File: src/inc/srr_pkg.sv
package srr_pkg;

    // ==================================================
    // clock and time conversion
    localparam int CLK_NS = 4;

    // least time, rounded up to whole cycles
    function automatic int srr_ceil_cyc(input int ns);
        return (ns + CLK_NS - 1) / CLK_NS;
    endfunction

    // longest time, rounded down, never below one cycle
    function automatic int srr_floor_cyc(input int ns);
        return (ns < CLK_NS) ? 1 : ns / CLK_NS;
    endfunction

    localparam int DSEL_NS       = 20;
    localparam int DSEL_CYC      = srr_ceil_cyc(DSEL_NS);
    localparam int ROT_WAIT_NS   = 180;
    localparam int ROT_WAIT_CYC  = srr_ceil_cyc(ROT_WAIT_NS);
    localparam int SH_MIN_NS     = 100;
    localparam int SH_MIN_CYC    = srr_ceil_cyc(SH_MIN_NS);
    localparam int SH_MAX_NS     = 200;
    localparam int SH_MAX_CYC    = srr_floor_cyc(SH_MAX_NS);
    localparam int AVG_NS        = 20;
    localparam int AVG_CYC       = srr_ceil_cyc(AVG_NS + 1);
    localparam int PREBUS_NS     = 5;
    localparam int PREBUS_CYC    = srr_floor_cyc(PREBUS_NS);
    localparam int CLKX_HALF_CYC = 4;
    localparam int SPI_HALF_CYC  = 4;
    localparam int LOAD_CYC      = 8;
    localparam int YSYNC_CYC     = 8;
    localparam int YCLK_ON       = 2;
    localparam int YCLK_OFF      = 6;

    // ==================================================
    // configuration word layout
    localparam int CFG_W         = 32;
    localparam int ADDR_W        = 10;
    localparam int PIX_W         = 11;
    localparam int DAC_W         = 7;
    localparam int CFG_YDIR      = 0;
    localparam int CFG_YADDR     = 1;
    localparam int CFG_AVG       = 11;
    localparam int CFG_SUB       = 12;
    localparam int CFG_XDIR      = 13;
    localparam int CFG_XADDR     = 14;
    localparam int CFG_NOUT      = 24;
    localparam int CFG_DAC       = 25;
    localparam logic [31:0] CFG_RST  = 32'h0000_0000;
    localparam logic [10:0] PIX_LAST = 11'h7ff;

    // ==================================================
    // sensor pin index in the synchroniser vector
    localparam int PIN_CLKX  = 0;
    localparam int PIN_SYNCX = 1;
    localparam int PIN_CLKY  = 2;
    localparam int PIN_SYNCY = 3;
    localparam int PIN_RDSEL = 4;
    localparam int PIN_CPRE  = 5;
    localparam int PIN_TRKN  = 6;
    localparam int PIN_AVG   = 7;
    localparam int PIN_PREA  = 8;
    localparam int PIN_PREB  = 9;
    localparam int PIN_SDAT  = 10;
    localparam int PIN_SCLK  = 11;
    localparam int PIN_SLOAD = 12;
    localparam int PIN_N     = 13;

    // ==================================================
    // controller registers (apb)
    localparam logic [7:0] REG_CFG     = 8'h00;
    localparam logic [7:0] REG_CTRL    = 8'h04;
    localparam logic [7:0] REG_SHLEN   = 8'h08;
    localparam logic [7:0] REG_LINELEN = 8'h0c;
    localparam logic [7:0] REG_STATUS  = 8'h10;
    localparam int CTL_GO_CFG  = 0;
    localparam int CTL_GO_LINE = 1;
    localparam int CTL_FRAME   = 2;
    localparam int CTL_SHORT   = 4;
    localparam int CTL_BUSPRE  = 5;
    localparam int CTL_AVG     = 6;
    localparam int ST_BUSY     = 0;
    localparam int ST_EOS      = 1;
    localparam int ST_EOL      = 2;
    localparam logic [7:0]  SHLEN_RST   = 8'h32;
    localparam logic [10:0] LINELEN_RST = 11'h400;

    // ==================================================
    // state types
    typedef enum logic [2:0] {
        C_IDLE, C_SHIFT, C_LOAD, C_YSYNC, C_LINE, C_AVG, C_XRUN
    } srr_cst_t;

    typedef struct packed {
        srr_cst_t    st;
        logic [7:0]  cnt;
        logic [4:0]  bit_i;
        logic [10:0] col;
        logic [31:0] cfg;
        logic [2:0]  mode;
        logic        frame;
        logic [7:0]  sh_len;
        logic [10:0] line_len;
        logic        eol_seen;
        logic        eos_s1, eos_s2, eol_s1, eol_s2;
        logic [31:0] prdata;
        logic        pslverr;
        logic        clock_x, sync_x, clock_y, sync_y;
        logic        rdsel, cpre, trk_n, avg, prebus;
        logic        sdat, sclk, sload;
    } srr_ctrl_t;

    typedef struct packed {
        logic [PIN_N-1:0] s1, s2, s3;
        logic [31:0]      shift;
        logic [31:0]      cfg;
        logic [10:0]      row;
        logic [10:0]      col;
        logic             run;
        logic [10:0]      pix_a, pix_b;
        logic             held;
        logic [10:0]      held_row;
        logic             avg_app;
        logic             eol;
    } srr_dev_t;

endpackage

File: src/inc/srr_link_if.sv
`timescale 1ns/1ns
// wires between timing controller and sensor
interface srr_link_if;
    logic clock_x;
    logic sync_x;
    logic clock_y;
    logic sync_y;
    logic row_deselect;
    logic column_precharge;
    logic column_track_hold_n;
    logic volt_avg;
    logic output_bus_precharge_a;
    logic output_bus_precharge_b;
    logic cfg_data;
    logic cfg_clock;
    logic cfg_load;
    logic end_of_shift;
    logic end_of_line;

    modport ctrl (
        output clock_x, sync_x, clock_y, sync_y, row_deselect, column_precharge,
        output column_track_hold_n, volt_avg, output_bus_precharge_a,
        output output_bus_precharge_b, cfg_data, cfg_clock, cfg_load,
        input  end_of_shift, end_of_line
    );

    modport sens (
        input  clock_x, sync_x, clock_y, sync_y, row_deselect, column_precharge,
        input  column_track_hold_n, volt_avg, output_bus_precharge_a,
        input  output_bus_precharge_b, cfg_data, cfg_clock, cfg_load,
        output end_of_shift, end_of_line
    );
endinterface

File: src/rtl/srr_sensor.sv
`timescale 1ns/1ns
// Function
// - controller pulses deselect and precharge about 20 ns
// - controller waits 180 ns before first pixel in standard mode only
// - standard mode holds track control low
// - shortened mode: one 100-200 ns track pulse
// - sensor tracks while active, stores at end
// - averaging pulse after track pulse, before readout
// - optional output bus precharge pulse of at most 5 ns (one cycle)
// - bit 0 vertical direction, bits 1-10 start
// - bit 11 averaging, bit 12 subsampling enable
// - bit 13 horizontal direction, bits 14-23 start
// - bit 24 selects one or two outputs
// - bits 25-31 set dac level
// - all-zero word reads from pixel 0,0
// - even horizontal start when subsampling
// - serial shift in, load moves word active
// - end-of-shift output shows shift chain
// - end-of-line output at last column
// - line sync reloads horizontal start address
// - horizontal start pixel is address times two
// - two pixels per column clock period
// - frame sync dominates; row clock advances line
module srr_sensor
    import srr_pkg::*;
(
    input  wire logic        clk,
    input  wire logic        rst_n,
    srr_link_if.sens         lk,
    output logic             cfg_y_dir,
    output logic [10:0]      cfg_y_start,
    output logic             cfg_avg_en,
    output logic             cfg_sub_en,
    output logic             cfg_x_dir,
    output logic [10:0]      cfg_x_start,
    output logic             cfg_two_outputs,
    output logic [6:0]       cfg_dac_level,
    output logic [10:0]      row_addr,
    output logic             pixel_valid,
    output logic [10:0]      pixel_a_addr,
    output logic [10:0]      pixel_b_addr,
    output logic             pixel_b_valid,
    output logic             track_held,
    output logic [10:0]      held_row,
    output logic             avg_applied,
    output logic             column_reset,
    output logic             bus_preset
);

    srr_dev_t         s, n;
    logic [PIN_N-1:0] pins;
    logic [PIN_N-1:0] rise;
    logic [PIN_N-1:0] fall;
    logic [PIN_N-1:0] lvl;
    logic [10:0]      step;
    logic [10:0]      ncol;

    // ==================================================
    // helpers

    // start pixel from a 10-bit address field
    function automatic logic [10:0] start_pix(input logic [31:0] c,
                                              input int lsb);
        start_pix = {c[lsb +: ADDR_W], 1'b0};
    endfunction

    // column advance per column clock period
    function automatic logic [10:0] col_step(input logic [31:0] c);
        col_step = c[CFG_SUB] ? 11'h004 : 11'h002;
    endfunction

    // neighbour pixel of a pair in scan direction
    function automatic logic [10:0] pair_pix(input logic [31:0] c,
                                             input logic [10:0] col);
        if (c[CFG_XDIR])
            pair_pix = col - 11'h001;
        else
            pair_pix = col + 11'h001;
    endfunction

    // true when the current pair is the last one of the line
    function automatic logic last_col(input logic [31:0] c,
                                      input logic [10:0] col);
        logic [11:0] ahead;
        ahead = {1'b0, col} + {1'b0, col_step(c)};
        if (c[CFG_XDIR])
            last_col = col < col_step(c);
        else
            last_col = ahead > {1'b0, PIX_LAST};
    endfunction

    // ==================================================
    // pin gathering
    always_comb begin
        pins = '0;
        pins[PIN_CLKX] = lk.clock_x;
        pins[PIN_SYNCX] = lk.sync_x;
        pins[PIN_CLKY] = lk.clock_y;
        pins[PIN_SYNCY] = lk.sync_y;
        pins[PIN_RDSEL] = lk.row_deselect;
        pins[PIN_CPRE] = lk.column_precharge;
        pins[PIN_TRKN] = lk.column_track_hold_n;
        pins[PIN_AVG] = lk.volt_avg;
        pins[PIN_PREA] = lk.output_bus_precharge_a;
        pins[PIN_PREB] = lk.output_bus_precharge_b;
        pins[PIN_SDAT] = lk.cfg_data;
        pins[PIN_SCLK] = lk.cfg_clock;
        pins[PIN_SLOAD] = lk.cfg_load;
    end

    // edges and levels only from the second stage on
    assign lvl = s.s2;
    assign rise = s.s2 & ~s.s3;
    assign fall = ~s.s2 & s.s3;
    assign step = col_step(s.cfg);

    // ==================================================
    // next state
    always_comb begin
        n = s;
        ncol = s.col;
        // two-stage synchroniser, then edge history
        n.s1 = pins;
        n.s2 = s.s1;
        n.s3 = s.s2;

        // serial configuration chain, first bit ends at bit 0
        if (rise[PIN_SCLK])
            n.shift = {lvl[PIN_SDAT], s.shift[31:1]};
        // load copies the chain into the active word
        if (rise[PIN_SLOAD])
            n.cfg = s.shift;

        // vertical addressing, frame sync dominates
        if (lvl[PIN_SYNCY]) begin
            n.row = start_pix(s.cfg, CFG_YADDR);
        end else if (rise[PIN_CLKY]) begin
            if (s.cfg[CFG_YDIR])
                n.row = s.row - 11'h001;
            else
                n.row = s.row + 11'h001;
        end

        // horizontal addressing
        if (lvl[PIN_SYNCX]) begin
            ncol = start_pix(s.cfg, CFG_XADDR);
            n.col = ncol;
            // sync edge drops the old run, first clock edge starts the new one
            n.run = (s.run && !rise[PIN_SYNCX]) || rise[PIN_CLKX];
        end else if (rise[PIN_CLKX] && s.run) begin
            if (last_col(s.cfg, s.col)) begin
                n.run = 1'b0;
            end else if (s.cfg[CFG_XDIR]) begin
                ncol = s.col - step;
                n.col = ncol;
            end else begin
                ncol = s.col + step;
                n.col = ncol;
            end
        end
        n.eol = n.run && last_col(s.cfg, n.col);

        // pixel selection; with one output, from the column clock level
        if (s.cfg[CFG_NOUT]) begin
            n.pix_a = n.col;
            n.pix_b = pair_pix(s.cfg, n.col);
        end else begin
            // high selects first pixel, low the next one
            n.pix_a = lvl[PIN_CLKX] ? n.col : pair_pix(s.cfg, n.col);
            n.pix_b = 11'h000;
        end

        // column sample and hold: track while low, store on rise
        if (fall[PIN_TRKN]) begin
            n.held = 1'b0;
            n.avg_app = 1'b0;
        end
        if (rise[PIN_TRKN]) begin
            n.held = 1'b1;
            n.held_row = s.row;
        end

        // averaging acts on held data only when enabled
        if (rise[PIN_AVG] && s.held && s.cfg[CFG_AVG])
            n.avg_app = 1'b1;
    end

    // ==================================================
    // state register
    always_ff @(posedge clk) begin
        if (!rst_n) begin
            s <= '0;
            s.cfg <= CFG_RST;
        end else begin
            s <= n;
        end
    end

    // ==================================================
    // configuration fields
    assign cfg_y_dir = s.cfg[CFG_YDIR];
    assign cfg_y_start = start_pix(s.cfg, CFG_YADDR);
    assign cfg_avg_en = s.cfg[CFG_AVG];
    assign cfg_sub_en = s.cfg[CFG_SUB];
    assign cfg_x_dir = s.cfg[CFG_XDIR];
    assign cfg_x_start = start_pix(s.cfg, CFG_XADDR);
    assign cfg_two_outputs = s.cfg[CFG_NOUT];
    assign cfg_dac_level = s.cfg[CFG_DAC +: DAC_W];

    // ==================================================
    // readout state
    assign row_addr = s.row;
    assign pixel_valid = s.run;
    assign pixel_a_addr = s.pix_a;
    assign pixel_b_addr = s.pix_b;
    assign pixel_b_valid = s.run && s.cfg[CFG_NOUT];
    assign track_held = s.held;
    assign held_row = s.held_row;
    assign avg_applied = s.avg_app;

    // column reset and bus preset follow synced levels
    assign column_reset = lvl[PIN_RDSEL] | lvl[PIN_CPRE];
    assign bus_preset = lvl[PIN_PREA] & lvl[PIN_PREB];

    // ==================================================
    // test flags
    assign lk.end_of_shift = s.shift[0];
    assign lk.end_of_line = s.eol;

endmodule

File: src/flat_wrapper.sv
// flat-port wrapper written by rule: the top's interface ports become plain ports
module srr_sensor_flat import srr_pkg::*;
  (clk, rst_n, cfg_y_dir, cfg_y_start, cfg_avg_en, cfg_sub_en, cfg_x_dir, cfg_x_start, cfg_two_outputs, cfg_dac_level, row_addr, pixel_valid, pixel_a_addr, pixel_b_addr, pixel_b_valid, track_held, held_row, avg_applied, column_reset, bus_preset, lk_clock_x, lk_sync_x, lk_clock_y, lk_sync_y, lk_row_deselect, lk_column_precharge, lk_column_track_hold_n, lk_volt_avg, lk_output_bus_precharge_a, lk_output_bus_precharge_b, lk_cfg_data, lk_cfg_clock, lk_cfg_load, lk_end_of_shift, lk_end_of_line);
  srr_link_if lk_i ();
  input  wire logic clk;
  input  wire logic rst_n;
  output logic cfg_y_dir;
  output logic [10:0] cfg_y_start;
  output logic cfg_avg_en;
  output logic cfg_sub_en;
  output logic cfg_x_dir;
  output logic [10:0] cfg_x_start;
  output logic cfg_two_outputs;
  output logic [6:0] cfg_dac_level;
  output logic [10:0] row_addr;
  output logic pixel_valid;
  output logic [10:0] pixel_a_addr;
  output logic [10:0] pixel_b_addr;
  output logic pixel_b_valid;
  output logic track_held;
  output logic [10:0] held_row;
  output logic avg_applied;
  output logic column_reset;
  output logic bus_preset;
  input wire logic [$bits(lk_i.clock_x)-1:0] lk_clock_x;
  input wire logic [$bits(lk_i.sync_x)-1:0] lk_sync_x;
  input wire logic [$bits(lk_i.clock_y)-1:0] lk_clock_y;
  input wire logic [$bits(lk_i.sync_y)-1:0] lk_sync_y;
  input wire logic [$bits(lk_i.row_deselect)-1:0] lk_row_deselect;
  input wire logic [$bits(lk_i.column_precharge)-1:0] lk_column_precharge;
  input wire logic [$bits(lk_i.column_track_hold_n)-1:0] lk_column_track_hold_n;
  input wire logic [$bits(lk_i.volt_avg)-1:0] lk_volt_avg;
  input wire logic [$bits(lk_i.output_bus_precharge_a)-1:0] lk_output_bus_precharge_a;
  input wire logic [$bits(lk_i.output_bus_precharge_b)-1:0] lk_output_bus_precharge_b;
  input wire logic [$bits(lk_i.cfg_data)-1:0] lk_cfg_data;
  input wire logic [$bits(lk_i.cfg_clock)-1:0] lk_cfg_clock;
  input wire logic [$bits(lk_i.cfg_load)-1:0] lk_cfg_load;
  output wire logic [$bits(lk_i.end_of_shift)-1:0] lk_end_of_shift;
  output wire logic [$bits(lk_i.end_of_line)-1:0] lk_end_of_line;
  assign lk_i.clock_x = lk_clock_x;
  assign lk_i.sync_x = lk_sync_x;
  assign lk_i.clock_y = lk_clock_y;
  assign lk_i.sync_y = lk_sync_y;
  assign lk_i.row_deselect = lk_row_deselect;
  assign lk_i.column_precharge = lk_column_precharge;
  assign lk_i.column_track_hold_n = lk_column_track_hold_n;
  assign lk_i.volt_avg = lk_volt_avg;
  assign lk_i.output_bus_precharge_a = lk_output_bus_precharge_a;
  assign lk_i.output_bus_precharge_b = lk_output_bus_precharge_b;
  assign lk_i.cfg_data = lk_cfg_data;
  assign lk_i.cfg_clock = lk_cfg_clock;
  assign lk_i.cfg_load = lk_cfg_load;
  assign lk_end_of_shift = lk_i.end_of_shift;
  assign lk_end_of_line = lk_i.end_of_line;
  srr_sensor u_core (.clk(clk), .rst_n(rst_n), .lk(lk_i), .cfg_y_dir(cfg_y_dir), .cfg_y_start(cfg_y_start), .cfg_avg_en(cfg_avg_en), .cfg_sub_en(cfg_sub_en), .cfg_x_dir(cfg_x_dir), .cfg_x_start(cfg_x_start), .cfg_two_outputs(cfg_two_outputs), .cfg_dac_level(cfg_dac_level), .row_addr(row_addr), .pixel_valid(pixel_valid), .pixel_a_addr(pixel_a_addr), .pixel_b_addr(pixel_b_addr), .pixel_b_valid(pixel_b_valid), .track_held(track_held), .held_row(held_row), .avg_applied(avg_applied), .column_reset(column_reset), .bus_preset(bus_preset));
endmodule
File: config.mk
export PLATFORM = sky130hd
export DESIGN_NAME = srr_sensor_flat
export DESIGN_NICKNAME = d
export VERILOG_FILES = /design/src/inc/srr_pkg.sv /design/src/inc/srr_link_if.sv /design/src/rtl/srr_sensor.sv /design/src/flat_wrapper.sv
export SDC_FILE = /design/constraint.sdc
export NUM_CORES = 1
export LEC_CHECK = 0
export ABC_CLOCK_PERIOD_IN_PS = 4470
export BUFFER_PORTS_ARGS = -buffer_cell sky130_fd_sc_hd__buf_2
export CAP_MARGIN = 20
export CORE_MARGIN = 10
export CORE_UTILIZATION = 52
export CTS_CLUSTER_DIAMETER = 150
export DETAILED_ROUTE_END_ITERATION = 12
export PLACE_DENSITY = 0.77
export RECOVER_POWER = 100
export SYNTH_ARGS = -nofsm -noshare
export SYNTH_HDL_FRONTEND = slang
export SYNTH_SLANG_ARGS = --single-unit
File: constraint.sdc
create_clock -name clk -period 4.47 [get_ports clk]
set_input_delay 0.6705 -clock clk [delete_from_list [all_inputs] [get_ports clk]]
set_output_delay 0.6705 -clock clk [all_outputs]
set_load 0.1 [all_outputs]
==> results of run 1 <==
==> power groups by stage <==
stage | clock, uW | sequential [uW] | combinational [uW]
finish | 1430 | 1420 | 155
global route | 1510 | 1420 | 167
CTS | 1460 | 1420 | 158
detailed placement | 0 | 1450 | 157
global placement | 0 | 1450 | 155
floorplan | 0 | 1450 | 134
==> per-stage QoR <==
stage,instance area [um2],TNS (ns),cells,util [%],hold slack [ns]
after floorplan,7200,0,850,-,0.412
after global placement,7350,0,1029,54.8,0.414
after detailed placement,7350,0,1029,54.8,0.417
after CTS,7940,0,1059,59.2,0.432
after global routing,7930,-0.0390,1064,59.1,0.438
final,7930,0,1064,59.1,0.431
==> worst max path at each step <==
stage / from / end / slack, ns
2_1_floorplan: u_core.cfg_sub_en / u_core.pixel_a_addr[10] / 0.01
3_3_place_gp: u_core.cfg_sub_en / u_core.pixel_a_addr[9] / 0.11
3_5_place_dp: u_core.cfg_sub_en / u_core.pixel_a_addr[9] / 0.05
4_1_cts: u_core.cfg_sub_en / u_core.pixel_a_addr[9] / 0.008
5_1_grt: u_core.cfg_sub_en / u_core.pixel_a_addr[10] / -0.03
6_report: u_core.cfg_sub_en / u_core.pixel_a_addr[10] / 0.18
==> state kept, by name (all words and copies together), names as in the netlist, 7 cells and up <==
name	count
u_core.s	49
u_core.lvl	13
u_core.n	13
u_core.held_row	11
u_core.pixel_a_addr	11
u_core.pixel_b_addr	11
u_core.row_addr	11
u_core.cfg_x_start	10
u_core.cfg_y_start	10
u_core.cfg_dac_level	7
==> final cells by class <==
cell class	count	area, um2
repair buffers	121	556
clock buffers	20	447
clock inverters	10	144
flip-flops and latches	156	3130
well taps	176	220
inverters	22	86.3
fillers	1248	5480
multi-input cells	559	3350
==> placed cells by master, fill, tap and decap left out, types with 4 or more instances in the layout <==
cell type | netlist | routed
sky130_fd_sc_hd__a21oi_1 | 94 | 91
sky130_fd_sc_hd__a31oi_1 | 5 | 5
sky130_fd_sc_hd__and2_0 | 0 | 15
sky130_fd_sc_hd__and2_1 | 37 | 22
sky130_fd_sc_hd__buf_2 | 1 | 15
sky130_fd_sc_hd__buf_4 | 73 | 22
sky130_fd_sc_hd__clkbuf_1 | 35 | 86
sky130_fd_sc_hd__clkbuf_16 | 0 | 17
sky130_fd_sc_hd__clkinvlp_4 | 0 | 4
sky130_fd_sc_hd__dfxtp_1 | 156 | 155
sky130_fd_sc_hd__ha_1 | 27 | 27
sky130_fd_sc_hd__inv_1 | 21 | 19
sky130_fd_sc_hd__mux2i_1 | 17 | 17
sky130_fd_sc_hd__nand2_1 | 153 | 153
sky130_fd_sc_hd__nand2b_1 | 12 | 12
sky130_fd_sc_hd__nand3_1 | 6 | 5
sky130_fd_sc_hd__nand4_1 | 6 | 6
sky130_fd_sc_hd__nor2_1 | 73 | 73
sky130_fd_sc_hd__nor2b_1 | 7 | 5
sky130_fd_sc_hd__nor3_1 | 9 | 9
sky130_fd_sc_hd__o21ai_0 | 17 | 15
sky130_fd_sc_hd__or2_2 | 5 | 5
sky130_fd_sc_hd__xnor2_1 | 12 | 12
sky130_fd_sc_hd__xor2_1 | 14 | 14
==> logic make-up (layout without fill, tap and decap cells) <==
family	after synthesis	in the layout	synth area share, %
AOI/OAI and AO/OA	152	152	12.4
xor gates and xnor gates	26	26	3.17
adders and majority gates	32	32	6.11
buffers and inverters	135	173	10.9
DFF	156	156	43.5
muxes	17	17	2.37
other	1	2	0.0523
and+or+nand+nor	330	330	21.5
==> repair_timing <==
| action | 4_1_cts | 5_1_grt |
|---|---|---|
| hold endpoints to repair | 0 | 0 |
| setup buffers | 0 | 5 |
| endpoints found under the setup margin | 0 | 8 |
| resized for setup | 0 | 12 |
==> critical path, cell delays in order, from the launching register on <==
cell and delay, ns:
sky130_fd_sc_hd__dfxtp_4 0.37, sky130_fd_sc_hd__clkinvlp_4 0.10, sky130_fd_sc_hd__ha_1 0.16, sky130_fd_sc_hd__inv_1 0.05, sky130_fd_sc_hd__fa_2 0.34, sky130_fd_sc_hd__or4b_4 0.56, sky130_fd_sc_hd__or4_4 0.47, sky130_fd_sc_hd__nand3_4 0.13
sky130_fd_sc_hd__nor2_1 0.06, sky130_fd_sc_hd__a21oi_2 0.15, sky130_fd_sc_hd__o21ai_4 0.11, sky130_fd_sc_hd__fa_2 0.43, sky130_fd_sc_hd__a21oi_4 0.16, sky130_fd_sc_hd__o2111ai_2 0.15, sky130_fd_sc_hd__a31o_2 0.27, sky130_fd_sc_hd__a21oi_2 0.16
sky130_fd_sc_hd__xnor2_1 0.15, sky130_fd_sc_hd__nand2_1 0.09, sky130_fd_sc_hd__xor2_1 0.19, sky130_fd_sc_hd__nor2_1 0.05
==> routing by layer <==
layer | vias to the layer above | GRT usage [%]
met4 | 0 | 6.62
met1 | 2520 | 21.8
met3 | 22 | 4.33
met2 | 159 | 25.9
met5 | - | 0
li1 | 2801 | -
==> parameters.txt, run 1 <==
Parameter                              Value

Status
  Status ... finished with violations
  Failing checks ... max-capacitance violations, max-slew violations

Route
  Antenna violation net count after detailed routing ... 0
  TritonRoute pass-1 iters ... 8
  Metal2 WL ... 7.07 mm
  Top routing layer in use ... met4
  Routed wire length on met3 ... 1.10 mm
  Via-per-instance ratio ... 5.17
  Routed wire length ... 16.0 mm
  Total DRC errors in the routed layout ... 0
  Wirelength per Cell ... 15.0 um
  Initial DRC count ... 403
  Metal-1 WL ... 7.55 mm
  Vias ... 5502

GRT
  Total routing usage reported by global routing ... 16.8%
  Vias in the first global route ... 5125
  Residual overflow from global routing ... 0
  First-pass GRT wire length ... 25.3 mm
  Largest net degree at the start of global routing ... 102
  Number of antenna violations at the first check in global routing ... 0

Die
  Placeable core region ... 0.0134 mm2
  Site Rows ... 42
  Die W ... 137 um
  Die height ... 137 um
  Number of ports placed on the die boundary ... 101
  Initial core utilization ... 53.5%
  Area enclosed by the die boundary ... 0.0189 mm2

Synth
  Top flip-flop cell by instance count after synthesis ... sky130_fd_sc_hd__dfxtp_1
  Most numerous cell types in the synthesized netlist ... 156 x sky130_fd_sc_hd__dfxtp_1, 153 x sky130_fd_sc_hd__nand2_1, 94 x sky130_fd_sc_hd__a21oi_1
  Proportion of register bits with asynchronous set or reset after synthesis ... 0%
  Portion of synthesized cell area occupied by the leading cell type ... 43.5%
  Unique masters post-synth ... 63
  Register bit count reported by yosys ... 156
  Mapped Cells ... 849
  Post-Syn Area per Cell ... 8.45 um2
  Leading cell type by number of instances after synthesis ... sky130_fd_sc_hd__dfxtp_1
  Dominant cells by area after synthesis ... sky130_fd_sc_hd__dfxtp_1 44%, sky130_fd_sc_hd__nand2_1 8.0%, sky130_fd_sc_hd__buf_4 7.6%
  Sequential fraction of the synthesis area ... 43.5%
  Total number of yosys warnings ... 0
  Summed instance area of the synthesized netlist ... 0.00717 mm2
  Number of enable flip-flop cells after synthesis ... 0
  Yosys top cell by area ... sky130_fd_sc_hd__dfxtp_1

Worst hold path
  Startpoint of the lowest-slack hold path ... u_core.n[140]
  Worst hold stages ... 1
  Path class of the lowest-slack min-delay path ... reg2reg
  Endpoint of the worst hold-timing path ... u_core.lvl[4]

Clock tree
  Library cell used as clock root buffer ... sky130_fd_sc_hd__clkbuf_16
  Worst-skew pair later-pin latency ... 0.43 ns
  TritonCTS clock tree ... done
  Clock-pin transition on the worst setup and hold timing paths ... 0.06 ns
  Maximum number of buffers from clock root to sink ... 2
  Cts-stage hold buffer count ... 0
  Clock buffers created by TritonCTS ... 17
  CTS H-Tree Depth ... 4
  Count of clock tree sinks ... 156

Timing
  F_max ... 233 MHz
  Fin crit period ... 4.29 ns
  Worst-case headroom to the max-slew limit ... -19.4%
  Setup Viol. Count Final ... 0
  Fin. Hold Viols ... 0
  Pins Over Slew Limit ... 47
  Clock Skew ... 0.00944 ns
  Post-route fraction of the period consumed by the critical path ... 95.9%
  Slack of the critical path ... 0.181 ns
  Slew at the pin closest to its max-slew limit ... 1.79 ns

Placement
  Final GP Congestion ... 0.899
  IO buf count ... 98
  Post-detailed-placement half-perimeter wirelength ... 11.2 mm
  Worst slack, placed ... 0.0474 ns

Power
  Leakage dissipation ... 0.00302 uW
  Combinational power share ... 5.1%
  Sw Ratio ... 22.6%
  Net Switching ... 679 uW
  Clock share of power ... 47.6%
  Power Total ... 3010 uW
  P per Cell Area ... 380 mW/mm2
  Cell-internal power ... 2330 uW
  Sequential fraction of design power ... 47.2%
  Maximum vdd ir drop ... 0.279 mV

Worst setup path
  Worst Path Required ... 4.74 ns
  Beginning of the worst register-to-register path ... u_core.cfg_sub_en
  Worst Reg2Reg Path Length in Cells ... 19
  CP startpoint kind ... flop
  Largest fanout on the critical path ... 5
  Type of destination of the critical path ... flop
  Endpoint of the lowest-slack register-to-register path ... u_core.pixel_a_addr[10]
  Setup CP Type ... reg2reg
  Setup slack, reg-to-reg ... 0.18 ns
  Arrival time at the worst endpoint ... 4.56 ns

Cells and area
  Number of diodes ... 0
  Number of nets in the finished design ... 924
  Signed area change from the synthesized netlist to the final layout ... 10.5%
  Share of final-layout standard cells stronger than drive strength 1 ... 11.0%

Run
  Maxcap violations ... 1
Note: power is estimated with default switching activity, not from simulation.
==> run 2: changes to the inputs <==
Settings changed: RECOVER_POWER 100 to 25.
==> parameters.txt, run 2 (synthesis gave the netlist of run 1 again) <==
Parameter                              Value

Route
  Vias ... 5499 (-0.055%)
  Initial DRC count ... 410 (+1.7%)
  Via-per-instance ratio ... 5.17 (about the same)
  Wirelength per Cell ... 15.0 um (about the same)
  Top routing layer in use ... met4
  TritonRoute pass-1 iters ... 5 (-3)
  Metal-1 WL ... 7.42 mm (-1.7%)
  Routed wire length on met3 ... 1.18 mm (+7.0%)
  Metal2 WL ... 7.13 mm (+0.95%)
  Routed wire length ... 16.0 mm (about the same)
  Antenna violation net count after detailed routing ... 0 (unchanged)
  Total DRC errors in the routed layout ... 0 (unchanged)

Cells and area
  Number of diodes ... 0 (unchanged)
  Cell area after layout ... 0.00800 mm2 (+0.92%)
  Leading cell types in the layout, fill and taps excluded ... 155 x sky130_fd_sc_hd__dfxtp_1, 153 x sky130_fd_sc_hd__nand2_1, 91 x sky130_fd_sc_hd__a21oi_1, 73 x sky130_fd_sc_hd__nor2_1, 73 x sky130_fd_sc_hd__buf_2
  Number of nets in the finished design ... 924 (unchanged)
  Largest Register ... u_core.s
  Share of final-layout standard cells stronger than drive strength 1 ... 17.7% (+6.6 points)
  Number of flip-flops under the largest register name ... 49 (unchanged)
  Signed area change from the synthesized netlist to the final layout ... 11.5%
  Filler Cell Count ... 1226 (-1.8%)
  Commonest non-fill, non-tap cell in the layout ... sky130_fd_sc_hd__dfxtp_1

Die
  Die W ... 137 um (unchanged)
  Area enclosed by the die boundary ... 0.0189 mm2 (unchanged)
  Placeable core region ... 0.0134 mm2 (unchanged)
  Die height ... 137 um (unchanged)
  Initial core utilization ... 53.5% (unchanged)
  Site Rows ... 42 (unchanged)
  Number of ports placed on the die boundary ... 101 (unchanged)

GRT
  Residual overflow from global routing ... 0 (unchanged)
  Total routing usage reported by global routing ... 16.8% (unchanged)
  Largest net degree at the start of global routing ... 102 (unchanged)
  First-pass GRT wire length ... 25.3 mm (unchanged)
  Vias in the first global route ... 5125 (unchanged)
  Number of antenna violations at the first check in global routing ... 0 (unchanged)

Worst setup path
  Setup CP Type ... reg2reg
  Worst Path Required ... 4.74 ns (about the same)
  Worst Reg2Reg Path Length in Cells ... 19 (unchanged)
  CP startpoint kind ... flop
  Sequence of cells on the critical path ... clkinvlp_4, ha_1, inv_1, fa_2, or4b_4, or4_4, nand3_4, nor2_1, a21oi_2, o21ai_4, fa_2, a21oi_4, o2111ai_2, a31o_2, a21oi_2, xnor2_1, nand2_1, xor2_1, nor2_1
  Crit path max-delay family ... simple AND/OR/NAND/NOR gates
  Crit-path slowest cell ... sky130_fd_sc_hd__or4b_4
  Largest fanout on the critical path ... 5 (unchanged)
  Count of buffering cells on the critical path with inverters included ... 2 (unchanged)
  Setup slack, reg-to-reg ... 0.18 ns (about the same)
  Endpoint of the lowest-slack register-to-register path ... u_core.pixel_a_addr[10]
  Delay contributed by the slowest stage of the critical path ... 0.56 ns (about the same)
  Beginning of the worst register-to-register path ... u_core.cfg_sub_en
  Type of destination of the critical path ... flop
  Arrival time at the worst endpoint ... 4.56 ns (about the same)

Worst hold path
  Worst hold stages ... 1 (unchanged)
  Endpoint of the worst hold-timing path ... u_core.lvl[4]
  Path class of the lowest-slack min-delay path ... reg2reg
  Startpoint of the lowest-slack hold path ... u_core.n[140]

Timing
  Worst-case headroom to the max-slew limit ... -19.7% (-0.22 points)
  Pins Over Slew Limit ... 47 (unchanged)
  Fin crit period ... 4.29 ns (-0.00188 ns)
  Post-route fraction of the period consumed by the critical path ... 95.9% (about the same)
  Setup Viol. Count Final ... 0 (unchanged)
  Fin. Hold Viols ... 0 (unchanged)
  Slew at the pin closest to its max-slew limit ... 1.80 ns (+0.00334 ns)
  F_max ... 233 MHz (about the same)
  Clock Skew ... 0.00973 ns (+0.000286 ns)

Clock tree
  Clock-pin transition on the worst setup and hold timing paths ... 0.06 ns (about the same)
  Library cell used as clock root buffer ... sky130_fd_sc_hd__clkbuf_16
  TritonCTS clock tree ... done
  CTS H-Tree Depth ... 4 (unchanged)
  Count of clock tree sinks ... 156 (unchanged)
  Clock buffers created by TritonCTS ... 17 (unchanged)
  Maximum number of buffers from clock root to sink ... 2 (unchanged)
  Worst-skew pair later-pin latency ... 0.43 ns (about the same)

Power
  Leakage dissipation ... 0.00327 uW (+8.5%)
  Power Total ... 3010 uW (about the same)
  P per Cell Area ... 376 mW/mm2 (-0.88%)
  Maximum vdd ir drop ... 0.279 mV (+0.10%)

Status
  Failing checks ... max-capacitance violations, max-slew violations
  Status ... finished with violations

Placement
  Final GP Congestion ... 0.899 (unchanged)
  Post-detailed-placement half-perimeter wirelength ... 11.2 mm (unchanged)
  Instance area at placement ... 0.00735 mm2 (unchanged)
  IO buf count ... 98 (unchanged)

Run
  Maxcap violations ... 1 (unchanged)
## run 2: area by class of cell
class	count	area [um2]	share of cell area [%]
inverter	22	86.3	1.08
multi-input combinational	559	3350	41.8
clock buffer	20	447	5.59
sequential	156	3130	39.1
timing repair buffer	121	628	7.85
clock inverter	10	144	1.80
tap	176	220	2.75
## run 2: worst max path at each step
stage,startpoint,end,cells after the start
final,u_core.cfg_sub_en,u_core.pixel_a_addr[10],19
after global routing,u_core.cfg_sub_en,u_core.pixel_a_addr[10],19
after CTS,u_core.cfg_sub_en,u_core.pixel_a_addr[9],18
after detailed placement,u_core.cfg_sub_en,u_core.pixel_a_addr[9],18
after global placement,u_core.cfg_sub_en,u_core.pixel_a_addr[9],18
after floorplan,u_core.cfg_sub_en,u_core.pixel_a_addr[10],16
## run 2: routing by layer
metal / GRT usage, % / vias up
met2: 25.9 / 179
met5: 0 / -
met1: 21.8 / 2499
met4: 6.62 / 0
li1: - / 2801
met3: 4.33 / 20
## run 2: what timing repair did
action / in CTS / in global routing
gates resized for setup: 0 / 12
hold buffers: 0 / 0
setup buffers: 0 / 5
endpoints found under the setup margin: 0 / 8
## run 2: through the flow
stage | worst slack, ns | hold slack [ns] | TNS, ns | std cells | util [%]
after floorplan | 0.00972 | 0.412 | 0 | 850 | -
after global placement | 0.114 | 0.414 | 0 | 1029 | 54.8
after detailed placement | 0.0474 | 0.417 | 0 | 1029 | 54.8
after CTS | 0.00809 | 0.432 | 0 | 1059 | 59.2
after global routing | -0.0267 | 0.438 | -0.0392 | 1064 | 59.7
final | 0.183 | 0.431 | 0 | 1064 | 59.7
## run 2: power breakdown
group	switching, uW	internal [uW]
sequential	10.8	1410
combinational	122	34.8
clock	545	886
total	678	2330
